<file path="src/hdl/gscd_pkg.sv">
package gscd_pkg;
    // frame layout
    localparam int          FRAME_BYTES   = 5;
    localparam logic [7:0]  LEN_VALUE     = 8'h03;
    // first data byte groups
    localparam logic [7:0]  GRP_READ      = 8'h00;
    localparam logic [7:0]  GRP_SET       = 8'h10;
    localparam logic [7:0]  GRP_STORE     = 8'h20;
    localparam logic [7:0]  GRP_ACT       = 8'h40;
    // second data byte selectors
    localparam logic [7:0]  SEL_UNIT      = 8'h8e;
    localparam logic [7:0]  SEL_DEGAS     = 8'hc4;
    localparam logic [7:0]  SEL_EMIMODE   = 8'h8a;
    localparam logic [7:0]  SEL_FILMODE   = 8'hd3;
    localparam logic [7:0]  SEL_FILSEL    = 8'hd2;
    localparam logic [7:0]  SEL_EMISSION  = 8'h10;
    localparam logic [7:0]  SEL_RESET     = 8'h00;
    localparam logic [7:0]  SEL_RDFIL     = 8'hd4;
    localparam logic [7:0]  SEL_RDVER     = 8'hd1;
    localparam logic [7:0]  STO_UNIT      = 8'h02;
    localparam logic [7:0]  STO_EMIMODE   = 8'h01;
    localparam logic [7:0]  STO_FILMODE   = 8'h0d;
    localparam logic [7:0]  STO_FILSEL    = 8'h0c;
    // unit codes and argument values
    localparam logic [1:0]  UNIT_MBAR     = 2'h0;
    localparam logic [1:0]  UNIT_PA       = 2'h2;
    localparam logic [7:0]  ARG_ON        = 8'h01;
    localparam logic [7:0]  ARG_OFF       = 8'h00;
    localparam logic [7:0]  ARG_MAX_UNIT  = 8'h02;
    // degas duration, then frame byte indices
    localparam longint      CLK_HZ        = 125000000;
    localparam longint      DEGAS_S       = 180;
    localparam longint      DEGAS_CYC     = DEGAS_S * CLK_HZ;
    localparam int          DEGAS_W       = 35;
    localparam logic [DEGAS_W-1:0] DEGAS_ONE = 35'h1;
    localparam logic [2:0]  IDX_ZERO      = 3'h0;
    localparam logic [2:0]  IDX_ONE       = 3'h1;
    localparam logic [2:0]  IDX_LAST      = 3'h4;
endpackage : gscd_pkg

</file>
<file path="src/hdl/gscd_frame_if.sv">
`timescale 1ns/10ps
// assembled frame handed from the byte collector to the decoder
interface gscd_frame_if;
    logic       valid;
    logic [7:0] lenByte;
    logic [7:0] d1;
    logic [7:0] d2;
    logic [7:0] d3;
    logic [7:0] sumByte;
    modport src (output valid, output lenByte, output d1, output d2, output d3, output sumByte);
    modport dst (input valid, input lenByte, input d1, input d2, input d3, input sumByte);
endinterface : gscd_frame_if

</file>
<file path="src/hdl/gscd_command_decoder.sv">
`timescale 1ns/10ps
module gscd_command_decoder
    import gscd_pkg::*;
#(
    parameter longint DEGAS_CYCLES = DEGAS_CYC
) (
    input  wire logic       clk,
    input  wire logic       srst,
    input  wire logic       rxValid,
    input  wire logic [7:0] rxByte,
    input  wire logic       frameAbort,
    output logic [1:0]      pressureUnit,
    output logic            degasOn,
    output logic            emissionAuto,
    output logic            emissionOn,
    output logic            filamentManualControl,
    output logic            filamentSel,
    output logic            storeUnit,
    output logic            storeEmissionMode,
    output logic            storeFilamentMode,
    output logic            storeFilamentSel,
    output logic            readFilamentStatus,
    output logic            readSoftwareVersion,
    output logic            resetRequest,
    output logic            frameRejected
);
    typedef struct packed {
        logic [1:0]         unit;
        logic               degas;
        logic [DEGAS_W-1:0] degasCnt;
        logic               emiAuto;
        logic               emiOn;
        logic               filManual;
        logic               filSel;
        logic               filPending;
        logic               filPendVal;
        logic               stUnit;
        logic               stEmi;
        logic               stFilMode;
        logic               stFilSel;
        logic               rdFil;
        logic               rdVer;
        logic               rst;
        logic               rej;
    } gscd_dec_t;

    gscd_dec_t state_reg;
    gscd_dec_t state_next;
    gscd_frame_if frm ();

    localparam logic [DEGAS_W-1:0] DEGAS_LAST = DEGAS_W'(DEGAS_CYCLES - 1);

    // checksum check keeps only the low byte of the sum
    function automatic logic sum_ok(input logic [7:0] a, input logic [7:0] b,
                                    input logic [7:0] c, input logic [7:0] s);
        logic [7:0] t;
        t = a + b + c;
        return t == s;
    endfunction : sum_ok

    // one-bit argument: only 0 or 1 are legal
    function automatic logic is_bit(input logic [7:0] v);
        return (v == ARG_ON) || (v == ARG_OFF);
    endfunction : is_bit

    gscd_frame_collect u_collect (
        .clk        (clk),
        .srst       (srst),
        .rxValid    (rxValid),
        .rxByte     (rxByte),
        .frameAbort (frameAbort),
        .frm        (frm.src)
    );

    logic good;
    assign good = frm.valid && (frm.lenByte == LEN_VALUE)
                  && sum_ok(frm.d1, frm.d2, frm.d3, frm.sumByte);

    // command decode; pulses last one cycle, settings hold until changed
    always_comb begin
        logic hit;
        hit                  = 1'b0;
        state_next           = state_reg;
        state_next.stUnit    = 1'b0;
        state_next.stEmi     = 1'b0;
        state_next.stFilMode = 1'b0;
        state_next.stFilSel  = 1'b0;
        state_next.rdFil     = 1'b0;
        state_next.rdVer     = 1'b0;
        state_next.rst       = 1'b0;
        state_next.rej       = 1'b0;
        // degas times out on its own
        if (state_reg.degas) begin
            if (state_reg.degasCnt >= DEGAS_LAST) begin
                state_next.degas    = 1'b0;
                state_next.degasCnt = '0;
            end else begin
                state_next.degasCnt = state_reg.degasCnt + DEGAS_ONE;
            end
        end
        // deferred filament selection waits for emission off
        if (state_reg.filPending && !state_reg.emiOn) begin
            state_next.filSel     = state_reg.filPendVal;
            state_next.filPending = 1'b0;
        end
        if (good) begin
            unique case (frm.d1)
                GRP_SET: begin
                    if (frm.d2 == SEL_UNIT && frm.d3 <= ARG_MAX_UNIT) begin
                        hit = 1'b1;
                        state_next.unit = frm.d3[1:0];
                    end else if (frm.d2 == SEL_DEGAS && is_bit(frm.d3)) begin
                        hit = 1'b1;
                        state_next.degas    = frm.d3[0];
                        state_next.degasCnt = '0;
                    end else if (frm.d2 == SEL_EMIMODE && is_bit(frm.d3)) begin
                        hit = 1'b1;
                        state_next.emiAuto = frm.d3[0];
                    end else if (frm.d2 == SEL_FILMODE && is_bit(frm.d3)) begin
                        hit = 1'b1;
                        state_next.filManual = frm.d3[0];
                    end else if (frm.d2 == SEL_FILSEL && is_bit(frm.d3)) begin
                        hit = 1'b1;
                        state_next.filPending = 1'b1;
                        state_next.filPendVal = frm.d3[0];
                    end
                end
                GRP_STORE: begin
                    hit = 1'b1;
                    if (frm.d2 == STO_UNIT) begin
                        state_next.stUnit = 1'b1;
                    end else if (frm.d2 == STO_EMIMODE) begin
                        state_next.stEmi = 1'b1;
                    end else if (frm.d2 == STO_FILMODE) begin
                        state_next.stFilMode = 1'b1;
                    end else if (frm.d2 == STO_FILSEL) begin
                        state_next.stFilSel = 1'b1;
                    end else begin
                        hit = 1'b0;
                    end
                end
                GRP_ACT: begin
                    if (frm.d2 == SEL_EMISSION && is_bit(frm.d3)) begin
                        hit = 1'b1;
                        // ignored while the gauge owns emission
                        if (!state_reg.emiAuto) begin
                            state_next.emiOn = frm.d3[0];
                        end
                    end else if (frm.d2 == SEL_RESET && frm.d3 == ARG_OFF) begin
                        hit = 1'b1;
                        state_next.rst = 1'b1;
                    end
                end
                GRP_READ: begin
                    if (frm.d2 == SEL_RDFIL) begin
                        hit = 1'b1;
                        state_next.rdFil = 1'b1;
                    end else if (frm.d2 == SEL_RDVER) begin
                        hit = 1'b1;
                        state_next.rdVer = 1'b1;
                    end
                end
                default: begin
                    hit = 1'b0;
                end
            endcase
        end
        // bad frame: nothing above was touched by it
        if (frm.valid && !hit) begin
            state_next.rej = 1'b1;
        end
    end

    always_ff @(posedge clk) begin
        if (srst) begin
            state_reg          <= '0;
            state_reg.unit     <= UNIT_MBAR;
            state_reg.emiAuto  <= 1'b1;
        end else begin
            state_reg <= state_next;
        end
    end

    assign pressureUnit          = state_reg.unit;
    assign degasOn               = state_reg.degas;
    assign emissionAuto          = state_reg.emiAuto;
    assign emissionOn            = state_reg.emiOn;
    assign filamentManualControl = state_reg.filManual;
    assign filamentSel           = state_reg.filSel;
    assign storeUnit             = state_reg.stUnit;
    assign storeEmissionMode     = state_reg.stEmi;
    assign storeFilamentMode     = state_reg.stFilMode;
    assign storeFilamentSel      = state_reg.stFilSel;
    assign readFilamentStatus    = state_reg.rdFil;
    assign readSoftwareVersion   = state_reg.rdVer;
    assign resetRequest          = state_reg.rst;
    assign frameRejected         = state_reg.rej;
endmodule : gscd_command_decoder

</file>
<file path="src/hdl/gscd_frame_collect.sv">
`timescale 1ns/10ps
module gscd_frame_collect
    import gscd_pkg::*;
(
    input  wire logic   clk,
    input  wire logic   srst,
    input  wire logic   rxValid,
    input  wire logic [7:0] rxByte,
    input  wire logic   frameAbort,
    gscd_frame_if.src   frm
);
    typedef struct packed {
        logic [2:0]  idx;
        logic [39:0] bytes;
        logic        valid;
    } gscd_col_t;

    gscd_col_t state_reg;
    gscd_col_t state_next;

    // shift bytes in, flag a full frame of five for one cycle
    always_comb begin
        state_next       = state_reg;
        state_next.valid = 1'b0;
        if (frameAbort) begin
            state_next.idx = IDX_ZERO;
        end else if (rxValid) begin
            state_next.bytes = {state_reg.bytes[31:0], rxByte};
            if (state_reg.idx == IDX_LAST) begin
                state_next.idx   = IDX_ZERO;
                state_next.valid = 1'b1;
            end else begin
                state_next.idx = state_reg.idx + IDX_ONE;
            end
        end
    end

    always_ff @(posedge clk) begin
        if (srst) begin
            state_reg <= '0;
        end else begin
            state_reg <= state_next;
        end
    end

    assign frm.valid   = state_reg.valid;
    assign frm.lenByte = state_reg.bytes[39:32];
    assign frm.d1      = state_reg.bytes[31:24];
    assign frm.d2      = state_reg.bytes[23:16];
    assign frm.d3      = state_reg.bytes[15:8];
    assign frm.sumByte = state_reg.bytes[7:0];
endmodule : gscd_frame_collect

</file>
<file path="config.mk">
export PLATFORM = sky130hd
export DESIGN_NAME = gscd_command_decoder
export DESIGN_NICKNAME = d
export VERILOG_FILES = /design/src/hdl/gscd_pkg.sv /design/src/hdl/gscd_frame_if.sv /design/src/hdl/gscd_command_decoder.sv /design/src/hdl/gscd_frame_collect.sv
export SDC_FILE = /design/constraint.sdc
export NUM_CORES = 1
export LEC_CHECK = 0
export ABC_AREA = 1
export BUFFER_PORTS_ARGS = -buffer_cell sky130_fd_sc_hd__buf_2
export CAP_MARGIN = 25
export CORE_MARGIN = 4
export CORE_UTILIZATION = 30
export CTS_CLUSTER_DIAMETER = 30
export DETAILED_ROUTE_END_ITERATION = 12
export GPL_TIMING_DRIVEN = 0
export PLACE_DENSITY = 0.53
export SETUP_SLACK_MARGIN = 0.05
export SLEW_MARGIN = 20
export SYNTH_ARGS = -nofsm -noshare
export SYNTH_HDL_FRONTEND = slang
export SYNTH_HIERARCHICAL = 1
export SYNTH_SLANG_ARGS = --single-unit
</file>
<file path="constraint.sdc">
create_clock -name clk -period 7.36 [get_ports clk]
set_clock_uncertainty 0.2 [all_clocks]
set_input_delay 1.104 -clock clk [delete_from_list [all_inputs] [get_ports clk]]
set_output_delay 1.104 -clock clk [all_outputs]
set_load 0.01 [all_outputs]
</file>
==> qor.csv, run 1 <==
stage,metric,value,unit
logic_synthesis,syn_area_per_cell,6.67,sq um
logic_synthesis,yosys.area.top_type_share,28.6,%
placed_design,hpwl,13700,microns
timing,fin_crit_sh,46.7,%
logic_synthesis,synthTopCellsByArea,"dfxtp_1 (29%), nand2_1 (13%), nor2_1 (8.7%)",
global_routing,grt_max_degree,19,
final_layout,layout-drive-gt1-share,17.4,%
detailed_routing,detail_route.vias_per_cell,4.52,
critical_path,start_kind,flop,
critical_path,endpoint_kind,flop,
critical_path,critical-path-max-stage-delay,0.56,ns
critical_path,cp.required,7.40,ns
final_layout,layout.nets,1071,
critical_path,crit_chain,buf_4 > fa_1 > ha_1 > fa_1 > inv_1 > nand2_1 > nand2_1 > nor2_1 > nand2_1 > nor2_1 > nand3_2 > nor2_8 > nand4_4 > nand2_8 > buf_12 > a21oi_2,
logic_synthesis,synth_seq_cells,96,
clock_network,clk_pin_slew,0.08,ns
detailed_routing,drc,0,
final_layout,fillers,2438,
detailed_routing,wl,17300,microns
timing,maxSlewViolCount,0,
logic_synthesis,synth_nets,1035,
hold_path,min-delay-path-class,reg2reg,
timing,layout_min_cycle_time,3.44,ns
power_and_ir_drop,p_per_area,161,mW/mm^2
placed_design,pre_cts_slack,3.93,ns
logic_synthesis,yosys.cell_types.count,42,
clock_network,cts_tree,yes,
die,dieWidth,158,microns
die,die-area,0.0248,sq mm
timing,final.setup.worst_slack,3.92,ns
timing,hold_viol,0,
logic_synthesis,ys_async_sr_fraction,0,%
logic_synthesis,synth_edf_count,0,
timing,rsz0062_at_grt,no,
critical_path,crit_top_cell,nand2_1,
logic_synthesis,synthFlopType,dfxtp_1,
clock_network,root_buffer,clkbuf_16,
die,core-area,0.0219,sq mm
detailed_routing,routedWlPerCell,13.0,microns
critical_path,worst-endpoint-arrival,3.47,ns
power_and_ir_drop,peakVddDrop,0.0000993,V
logic_synthesis,synth-warning-count,6,
logic_synthesis,syn_inst,1006,
power_and_ir_drop,leakage,0.00313,uW
detailed_routing,dr_total_vias,5996,
clock_network,hold_buffers,0,
logic_synthesis,ys_seq_area_share,28.6,%
logic_synthesis,yosysTopAreaCell,dfxtp_1,
timing,fmax,291,MHz
run,drv_cap,0,
timing,maxSlewHeadroom,48.1,%
critical_path,critPathKind,reg2reg,
detailed_routing,first_pass_iters,5,
timing,setup_violations,0,
detailed_routing,antenna_left,0,
global_routing,track_usage,14.6,%
global_routing,grt_pass1_wl,29100,microns
die,initial_core_util,30.7,%
timing,hold_ws,0.281,ns
global_routing,overflow,0,
detailed_routing,drt_iter0_drc,344,
clock_network,cts_max_level,3,
die,rows,54,
global_routing,grt_pass1_vias,5727,
final_layout,area_growth,11.4,%
clock_network,cts_buffers,9,
clock_network,clock-sinks,96,
final_layout,largest_register_ffs,37,
final_layout,finish.utilization,34.1,%
clock_network,clk_latency,0.35,ns
logic_synthesis,syn-cell-area,0.00671,sq mm
global_routing,antenna_found_initial,0,
clock_network,cts_resized,0,
timing,worstMarginPinSlew,0.772,ns
run_status,status,"finished, final reports clean",
critical_path,cpMaxStageDelayCell,fa_1,
placed_design,place_congestion,0.943,
clock_network,post_cts_buffers,0,
clock_network,cts_max_path_buffers,2,
die,io_pins,27,
timing,timing.setup.tns,0,ns
placed_design,port_buffers,25,
critical_path,crit_path_max_fanout,10,
die,die_y,158,microns
logic_synthesis,synthTopCellsByCount,"nand2_1 (238), nor2_1 (155), inv_1 (122), dfxtp_1 (96), nand3_1 (95)",
logic_synthesis,synth_most_common_cell,nand2_1,
final_layout,n_antenna_cell,0,
path summary, 6_finish.rpt:
kind | startpoint | endpoint | slack [ns] | depth (start not counted)
worst max-delay path | u_collect/frm.d3[1]$_SDFFE_PP0P_ | state_reg[23]$_SDFF_PP0_ | 3.92 | 16
worst min-delay path | state_reg[9]$_SDFF_PP0_ | filamentSel$_SDFFE_PP0P_ | 0.28 | 1
worst max register to register | u_collect/frm.d3[1]$_SDFFE_PP0P_ | state_reg[23]$_SDFF_PP0_ | 3.92 | 16
worst min register to register | state_reg[9]$_SDFF_PP0_ | filamentSel$_SDFFE_PP0P_ | 0.28 | 1
cells by family after synthesis:
| family | count (synthesis) | share of synthesized area [%] |
|---|---|---|
| buffers and inverters | 204 | 15.6 |
| xor gates and xnor gates | 34 | 4.44 |
| DFF | 96 | 28.6 |
| AOI/OAI and AO/OA | 57 | 6.32 |
| adders and majority gates | 17 | 4.06 |
| and+or+nand+nor | 598 | 41.0 |
per-stage QoR:
step	area, sq um	std cells	total power, uW
after floorplan	6710	1006	710
after global placement	7190	1311	753
after detailed placement	7190	1311	755
after CTS	7470	1327	1230
after global routing	7470	1327	1270
final	7470	1327	1210
power breakdown:
part	switching, uW	internal, uW	total (uW)
combinational	119	75.9	195
sequential	13.2	533	547
clock	229	237	466
total	361	846	1210
layer usage:
metal / GRT usage (%) / part of all wire (%) / routed length, microns
met1: 21.4 / 52 / 9010
met5: 0 / 0 / 0
met2: 22.5 / 42 / 7330
met4: 3.03 / 1.1 / 194
met3: 2.43 / 4.3 / 750
layout by cell type (no fill, tap or decap), types with 14 or more instances in the layout:
cell type / instances
buf_2: 37
nand3b_1: 25
nand4_1: 15
nand3_1: 95
nand2_1: 238
inv_1: 122
buf_4: 42
dfxtp_1: 96
xor2_1: 27
nor2_2: 14
nor2_1: 155
nor3_1: 31
a21oi_2: 33
worst max-delay path: cells and delay by family, from the launching register on:
family | cells | cell delay, ns
AOI/OAI and AO/OA | 1 | 0.04
DFF | 1 | 0.40
adders and majority gates | 3 | 1.26
buffers and inverters | 3 | 0.40
and+or+nand+nor | 9 | 1.03
final cells by class:
| class | instances | area (sq um) | area share [%] |
|---|---|---|---|
| well taps | 280 | 350 | 4.69 |
| repair buffers | 25 | 125 | 1.67 |
| flip-flops and latches | 96 | 1920 | 25.7 |
| inverters | 131 | 492 | 6.58 |
| plain buffers | 73 | 556 | 7.43 |
| clock buffers | 9 | 225 | 3.01 |
| clock inverters | 7 | 61.3 | 0.820 |
| multi-input cells | 706 | 3740 | 50.1 |
(Power assumes the default switching activity.)
==> inputs of run 2 (changes only) <==
Settings changed: ABC_AREA 1 to 0, PLACE_DENSITY 0.53 to 0.54.
Clock period 7.36 ns to 2.77 ns, I/O delays scaled along.
==> run 2 against run 1 <==
Effect of this change:
- the flow now finishes with violations (setup timing)
- global-route usage shrank 0.095 points
- first-iteration DRC count shrank 6.4%
- sequential share of layout area grew 4.0 points
- via count shrank 21%
- hold slack lost 0.19 ns
- count of clock-buffer cells in the layout is the same
- final area shrank 12%
==> qor.csv, run 2 <==
stage,metric,value,unit,change
detailed_routing,antenna_left,0,,unchanged
detailed_routing,routedWlPerCell,15.0,microns,+15%
placed_design,hpwl,10500,microns,-23%
power_and_ir_drop,leakage,0.00234,uW,-25%
timing,layout_min_cycle_time,3.41,ns,-0.0240 ns
logic_synthesis,synth_seq_cells,96,,unchanged
logic_synthesis,synthTopCellsByArea,"dfxtp_1 (35%), nand2_1 (8.6%), buf_4 (6.3%)",,
timing,worstMarginPinSlew,0.949,ns,+0.178 ns
die,initial_core_util,30.6,%,-0.11 points
clock_network,cts_max_level,3,,unchanged
logic_synthesis,yosysTopAreaCell,dfxtp_1,,
critical_path,endpoint_kind,flop,,
die,io_pins,27,,unchanged
logic_synthesis,ys_seq_area_share,35.0,%,+6.4 points
timing,final.setup.worst_slack,-0.642,ns,-4.57 ns
timing,hold_ws,0.0884,ns,-0.192 ns
run_status,status,"finished, violations left",,
timing,setup_violations,51,,+51
logic_synthesis,synth_compound_area_share,18.2,%,+12 points
logic_synthesis,synth_xor_area_share,2.85,%,-1.6 points
logic_synthesis,synthMuxAreaShare,1.28,%,+1.3 points
critical_path,worst-endpoint-arrival,3.47,ns,about the same
logic_synthesis,synthAdderAreaFrac,4.97,%,+0.91 points
clock_network,cts_max_path_buffers,2,,unchanged
logic_synthesis,yosys.area.top_type_share,35.0,%,+6.4 points
placed_design,port_buffers,25,,unchanged
timing,rsz0062_at_grt,yes,,
detailed_routing,first_pass_iters,5,,unchanged
logic_synthesis,synthFlopType,dfxtp_1,,
logic_synthesis,yosys.area_share.simple,26.7,%,-14 points
final_layout,final_common_cell,nand2_1,,
power_and_ir_drop,finalPower,2840,uW,+140%
run,drv_cap,0,,unchanged
global_routing,grt_max_degree,18,,-1
clock_network,clock-sinks,96,,unchanged
timing,maxSlewViolCount,0,,unchanged
global_routing,grt_pass1_wl,23600,microns,-19%
power_and_ir_drop,pwr-share-comb,5.6,%,-11 points
logic_synthesis,syn_inst,672,,-33%
logic_synthesis,synth_most_common_cell,nand2_1,,
critical_path,crit_path_max_fanout,5,,-5
critical_path,cp.required,2.83,ns,-4.57 ns
critical_path,crit_top_cell,nor4_2,,
power_and_ir_drop,p_clk_share,45.4,%,+6.8 points
die,dieWidth,143,microns,-9.1%
clock_network,clk_pin_slew,0.07,ns,about the same
detailed_routing,drc,0,,unchanged
power_and_ir_drop,power.internal,2170,uW,+160%
die,die_y,143,microns,-9.1%
power_and_ir_drop,peakVddDrop,0.000283,V,+190%
power_and_ir_drop,netSwitchingFraction,23.8,%,-6.1 points
clock_network,root_buffer,clkbuf_16,,
critical_path,crit_chain,fa_1 > ha_4 > fa_2 > xnor2_1 > nand4b_1 > nor4_2 > and4_1 > clkbuf_8 > nand3_4 > or3b_4 > nor4_2,,
final_layout,layout-drive-gt1-share,26.1,%,+8.7 points
power_and_ir_drop,p_per_area,435,mW/mm^2,+170%
timing,fin_crit_sh,123,%,+77 points
power_and_ir_drop,p_sw,677,uW,+88%
detailed_routing,dr_total_vias,4730,,-21%
final_layout,layout_common_cells,"nand2_1 (126), dfxtp_1 (87), buf_4 (50)",,
logic_synthesis,synthTopCellsByCount,"nand2_1 (126), dfxtp_1 (96), buf_4 (46), a21oi_1 (43), nor2_1 (39)",,
run_status,violations,setup timing,,
detailed_routing,wl,14300,microns,-17%
final_layout,n_antenna_cell,0,,unchanged
global_routing,track_usage,14.5,%,-0.095 points
timing,timing.setup.tns,-28.45,ns,-28.45 ns
logic_synthesis,synth_top_family_by_area,simple AND/OR/NAND/NOR gates,,
final_layout,layout.nets,745,,-30%
timing,fmax,293,MHz,+0.70%
logic_synthesis,yosys.cell_types.count,60,,+43%
timing,maxSlewHeadroom,36.2,%,-12 points
critical_path,critPathKind,reg2reg,,
timing,hold_viol,0,,unchanged
critical_path,critical-path-max-stage-delay,0.54,ns,-0.02 ns
clock_network,cts_tree,yes,,
placed_design,place_congestion,0.830,,-12%
global_routing,overflow,0,,unchanged
die,core-area,0.0180,sq mm,-18%
logic_synthesis,synth_nets,701,,-32%
logic_synthesis,synth_edf_count,0,,unchanged
logic_synthesis,synth-warning-count,6,,unchanged
final_layout,largest_register_ffs,37,,unchanged
clock_network,cts_buffers,9,,unchanged
die,die-area,0.0205,sq mm,-17%
detailed_routing,drt_iter0_drc,322,,-6.4%
die,rows,49,,-9.3%
detailed_routing,detail_route.vias_per_cell,4.98,,+10%
global_routing,grt_pass1_vias,4444,,-22%
logic_synthesis,syn-cell-area,0.00549,sq mm,-18%
clock_network,clk_latency,0.36,ns,about the same
critical_path,cpMaxStageDelayCell,fa_2,,
clock_network,hold_buffers,0,,unchanged
final_layout,finish.utilization,36.4,%,+2.3 points
logic_synthesis,ys_async_sr_fraction,0,%,unchanged
logic_synthesis,syn_area_per_cell,8.17,sq um,+22%
critical_path,start_kind,flop,,
hold_path,min-delay-path-class,in2reg,,
global_routing,antenna_found_initial,0,,unchanged
power_and_ir_drop,p_seq_share,49.0,%,+3.7 points
final_layout,area_growth,19.2,%,
==> run 2: layout make-up <==
| type | instances | area (sq um) |
|---|---|---|
| Timing Repair Buffer | 40 | 283 |
| Buffer | 74 | 577 |
| Tap cell | 229 | 287 |
| Clock inverter | 7 | 78.8 |
| Inverter | 13 | 51.3 |
| Multi-Input combinational cell | 482 | 3100 |
| Clock buffer | 9 | 225 |
| Fill cell | 1884 | 11400 |
| Sequential cell | 96 | 1940 |
==> run 2: kinds of logic after synthesis <==
logic type | Yosys count
simple gates | 297
compound gates | 144
flops | 96
buf+inv | 94
xor+xnor | 17
fa+ha+maj | 17
mux | 7
==> run 2: final timing paths <==
| kind | startpoint | to | slack, ns | cells past startpoint |
|---|---|---|---|---|
| setup / recovery | u_collect/frm.d1[1]$_SDFFE_PP0P_ | storeFilamentMode$_SDFF_PP0_ | -0.64 | 11 |
| hold reg to reg | u_collect/frm.lenByte[5]$_SDFFE_PP0P_ | u_collect/frm.lenByte[5]$_SDFFE_PP0P_ | 0.25 | 2 |
| hold / removal | rxByte[1] | u_collect/frm.sumByte[1]$_SDFFE_PP0P_ | 0.09 | 3 |
| setup reg to reg | u_collect/frm.d1[1]$_SDFFE_PP0P_ | storeFilamentMode$_SDFF_PP0_ | -0.64 | 11 |
==> run 2: per-stage QoR <==
step                      cell area, sq um  cells  setup WS [ns]
after floorplan                       5600    672         -0.494
after global placement                6010    926          -1.22
final                                 6540    950         -0.642
after CTS                             6520    952         -0.834
after detailed placement              6010    926          -1.17
after global routing                  6540    950         -0.807
==> run 2: critical path: cells and delay by family, from the launching register on <==
| kind | cells | cell delay [ns] |
|---|---|---|
| AND/OR/NAND/NOR | 6 | 1.29 |
| flip-flops | 1 | 0.34 |
| adder cells (fa/ha/maj) | 3 | 1.25 |
| XOR/XNOR | 1 | 0.11 |
| buffers and inverters | 1 | 0.15 |
==> run 2: timing repair <==
| action | in CTS | in global routing |
|---|---|---|
| buffers inserted | 12 | 2 |
| cloned | 1 | 1 |
| hold endpoints to repair | 0 | 0 |
| gates resized for setup | 27 | 12 |
| pin swaps | 10 | 9 |
| setup endpoints to repair | 51 | 51 |
==> run 2: layer usage <==
layer / up-vias / track usage, % / wire (microns)
met1: 2166 / 21.3 / 7260
li1: 2447 / - / -
met4: 0 / 4.66 / 216
met2: 101 / 21.1 / 6220
met5: - / 0 / 0
met3: 16 / 3.08 / 589
==> run 2: power groups by stage <==
stage	registers (uW)	logic [uW]	clock network, uW
CTS	1390	158	1340
floorplan	1420	107	0
detailed placement	1430	144	0
global route	1390	176	1390
finish	1390	159	1290
global placement	1430	144	0
==> inputs of run 3 (changes only) <==
Settings changed: ABC_AREA 0 to 1, SLEW_MARGIN 20 to 40.
==> run 3 against run 2 <==
Effect of this change:
- the flow still finishes with violations (setup timing)
- hold slack improved by 0.027 ns
- die area increased by 21%
- sequential share of layout area fell by 4.6 points
- non-clock buffer count is 3 lower
- combinational power rose to 3.5 times the previous value
- core utilization decreased by 1.1 points
- sequential power is 4% higher
- total power rose by 15%
- setup slack gained 0.17 ns
- routed wire length is 25% higher
- register-to-register slack improved by 0.17 ns
- via count rose by 29%
- highest routed layer unchanged
==> qor.csv, run 3 (synthesis gave the netlist of run 1 again) <==
stage,metric,value,unit,change
detailed_routing,routedWlPerCell,13.3,microns,-12%
placed_design,postPlaceCellArea,0.00720,sq mm,+20%
power_and_ir_drop,peakVddDrop,0.000261,V,-8.0%
detailed_routing,dr_total_vias,6084,,+29%
critical_path,worst-endpoint-arrival,3.28,ns,-0.19 ns
detailed_routing,drc,0,,unchanged
timing,maxSlewHeadroom,51.9,%,+16 points
power_and_ir_drop,power.internal,2270,uW,+4.9%
critical_path,crit_chain,fa_1 > ha_4 > fa_2 > inv_2 > nand2_2 > nand2_1 > nor2_1 > nand2_1 > nor2_2 > nand3_2 > nor2_8 > nand4_4 > nand2_8 > buf_12 > buf_12 > a21oi_2,,
final_layout,area_growth,15.2,%,
timing,setup_violations,51,,unchanged
critical_path,worstRegToRegCells,16,,+5
timing,worstMarginPinSlew,0.714,ns,-0.235 ns
timing,layout_min_cycle_time,3.24,ns,-0.171 ns
global_routing,antenna_found_initial,0,,unchanged
final_layout,fillers,2433,,+29%
critical_path,cp.required,2.81,ns,-0.02 ns
final_layout,ff_latch_area,0.00194,sq mm,-0.13%
timing,fin_crit_sh,117,%,-6.2 points
global_routing,grt_max_degree,19,,+1
detailed_routing,antenna_left,0,,unchanged
clock_network,root_buffer,clkbuf_16,,
global_routing,overflow,0,,unchanged
global_routing,grt_pass1_wl,29800,microns,+26%
clock_network,clk_latency,0.36,ns,about the same
clock_network,cts_max_level,3,,unchanged
detailed_routing,wl,17800,microns,+25%
power_and_ir_drop,p_seq_share,44.6,%,-4.4 points
timing,hold_viol,0,,unchanged
clock_network,clock-sinks,96,,unchanged
run_status,violations,setup timing,,
run,drv_cap,0,,unchanged
run_status,status,"finished, violations left",,
critical_path,timing.rr.start,u_collect/frm.d1[1]$_SDFFE_PP0P_,,
final_layout,final_common_cell,nand2_1,,
critical_path,r2r_setup_slack,-0.47,ns,+0.17 ns
placed_design,dp_cells,1311,,+42%
timing,final.setup.worst_slack,-0.472,ns,+0.171 ns
placed_design,hpwl,13700,microns,+31%
power_and_ir_drop,pwr-share-comb,17.0,%,+11 points
final_layout,n_antenna_cell,0,,unchanged
hold_path,min-delay-path-class,in2reg,,
critical_path,critPathKind,reg2reg,,
critical_path,endpoint_kind,flop,,
timing,maxSlewViolCount,0,,unchanged
final_layout,design_area,0.00773,sq mm,+18%
die,die_y,158,microns,+10%
detailed_routing,detail_route.vias_per_cell,4.54,,-8.8%
power_and_ir_drop,leakage,0.00323,uW,+38%
final_layout,largest_register_ffs,37,,unchanged
power_and_ir_drop,p_sw,988,uW,+46%
critical_path,start_kind,flop,,
clock_network,cts_tree,yes,,
timing,rsz0062_at_grt,yes,,
die,io_pins,27,,unchanged
clock_network,cts_max_path_buffers,2,,unchanged
placed_design,place_congestion,0.907,,+9.2%
detailed_routing,first_pass_iters,5,,unchanged
critical_path,critical-path-max-stage-delay,0.61,ns,+0.07 ns
detailed_routing,drt_iter0_drc,308,,-4.3%
clock_network,cts_buffers,9,,unchanged
global_routing,track_usage,14.9,%,+0.42 points
die,die-area,0.0248,sq mm,+21%
die,dieWidth,158,microns,+10%
final_layout,multi_input_area,0.00384,sq mm,+24%
final_layout,finish.utilization,35.3,%,-1.1 points
die,core-area,0.0219,sq mm,+22%
final_layout,layout_common_cells,"nand2_1 (234), nor2_1 (150), inv_1 (118)",,
final_layout,layout-drive-gt1-share,21.1,%,-4.9 points
hold_path,hold_end,u_collect/frm.valid$_SDFF_PP0_,,
critical_path,cpMaxStageDelayCell,fa_2,,
final_layout,fin_cells,1340,,+41%
hold_path,hold_start,frameAbort,,
final_layout,layout.nets,1084,,+46%
power_and_ir_drop,p_clk_share,38.4,%,-7.0 points
timing,fmax,308,MHz,+5.3%
global_routing,grt_pass1_vias,5784,,+30%
clock_network,hold_buffers,0,,unchanged
clock_network,clk_pin_slew,0.08,ns,about the same
critical_path,r2r-end,state_reg[20]$_SDFF_PP0_,,
hold_path,hold_depth,2,,-1
power_and_ir_drop,netSwitchingFraction,30.3,%,+6.5 points
die,initial_core_util,30.7,%,+0.11 points
critical_path,crit_path_max_fanout,5,,unchanged
die,rows,54,,+10%
placed_design,port_buffers,25,,unchanged
power_and_ir_drop,p_per_area,422,mW/mm^2,-3.0%
-- run 3: changes by cell type in the layout (fill, tap and decap cells not counted), moves of 10 or more --
cell | previous run | this run
a21oi_1 | 37 | 11
inv_1 | 10 | 118
nor3_1 | 16 | 26
a311oi_1 | 16 | 1
nand3_1 | 28 | 94
xor2_1 | 2 | 27
nor2_1 | 38 | 150
nand2_1 | 126 | 234
nor2_2 | 1 | 18
a31oi_1 | 14 | 0
nand3b_1 | 4 | 25
-- run 3: cell type report --
| type | count | area share (%) |
|---|---|---|
| multi-input cells | 706 | 49.7 |
| plain buffers | 70 | 6.94 |
| repair buffers | 41 | 3.64 |
| well taps | 280 | 4.53 |
| clock inverters | 6 | 0.745 |
| flip-flops and latches | 96 | 25.1 |
| clock buffers | 10 | 2.96 |
| inverters | 131 | 6.36 |
-- run 3: critical path, delay by kind of cell, from the launching register on --
kind                     cells  cell delay [ns]
adder cells (fa/ha/maj)      3             1.32
AO/OA/AOI/OAI                1             0.03
flip-flops                   1             0.36
buffers and inverters        3             0.27
AND/OR/NAND/NOR              9             0.91
-- run 3: how the worst max path moves through the flow --
| stage | from | to | slack [ns] | cells past startpoint |
|---|---|---|---|---|
| 6_report | u_collect/frm.d1[1]$_SDFFE_PP0P_ | state_reg[20]$_SDFF_PP0_ | -0.47 | 16 |
| 5_1_grt | u_collect/frm.d1[1]$_SDFFE_PP0P_ | pressureUnit[0]$_SDFFE_PP0P_ | -0.59 | 16 |
| 4_1_cts | u_collect/frm.d3[1]$_SDFFE_PP0P_ | state_reg[20]$_SDFF_PP0_ | -0.52 | 16 |
| 3_5_place_dp | u_collect/frm.d3[1]$_SDFFE_PP0P_ | state_reg[20]$_SDFF_PP0_ | -0.60 | 16 |
| 3_3_place_gp | u_collect/frm.d3[0]$_SDFFE_PP0P_ | state_reg[19]$_SDFF_PP0_ | -0.59 | 17 |
| 2_1_floorplan | u_collect/frm.d1[1]$_SDFFE_PP0P_ | state_reg[34]$_SDFF_PP0_ | -0.22 | 16 |
-- run 3: metal layers --
layer	part of all wire, %	GRT usage (%)	wire, microns	vias to the layer above
met2	43	23.1	7700	100
met4	1.2	3.36	206	0
li1	-	-	-	3219
met5	0	0	0	-
met3	3.5	1.89	628	13
met1	52	22.1	9290	2752
-- run 3: what timing repair did --
item,CTS,global route
pin swaps,14,22
setup endpoints to repair,51,51
buffers inserted,18,0
resized for setup,28,12
cloned,1,0
-- run 3: power by group through the flow --
stage               Sequential (uW)  Combinational (uW)  Clock, uW
detailed placement             1490                 521          0
global placement               1490                 517          0
floorplan                      1470                 417          0
global route                   1460                 630       1340
CTS                            1450                 557       1290
finish                         1450                 554       1250
-- run 3: through the flow --
stage	hold WS (ns)	setup TNS [ns]	power, uW	setup slack, ns
after global placement	0.270	-26.97	2000	-0.594
after detailed placement	0.267	-27.12	2010	-0.600
after global routing	0.138	-26.56	3430	-0.594
final	0.115	-19.97	3260	-0.472
after CTS	0.110	-22.70	3300	-0.517
after floorplan	0.235	-8.31	1890	-0.224
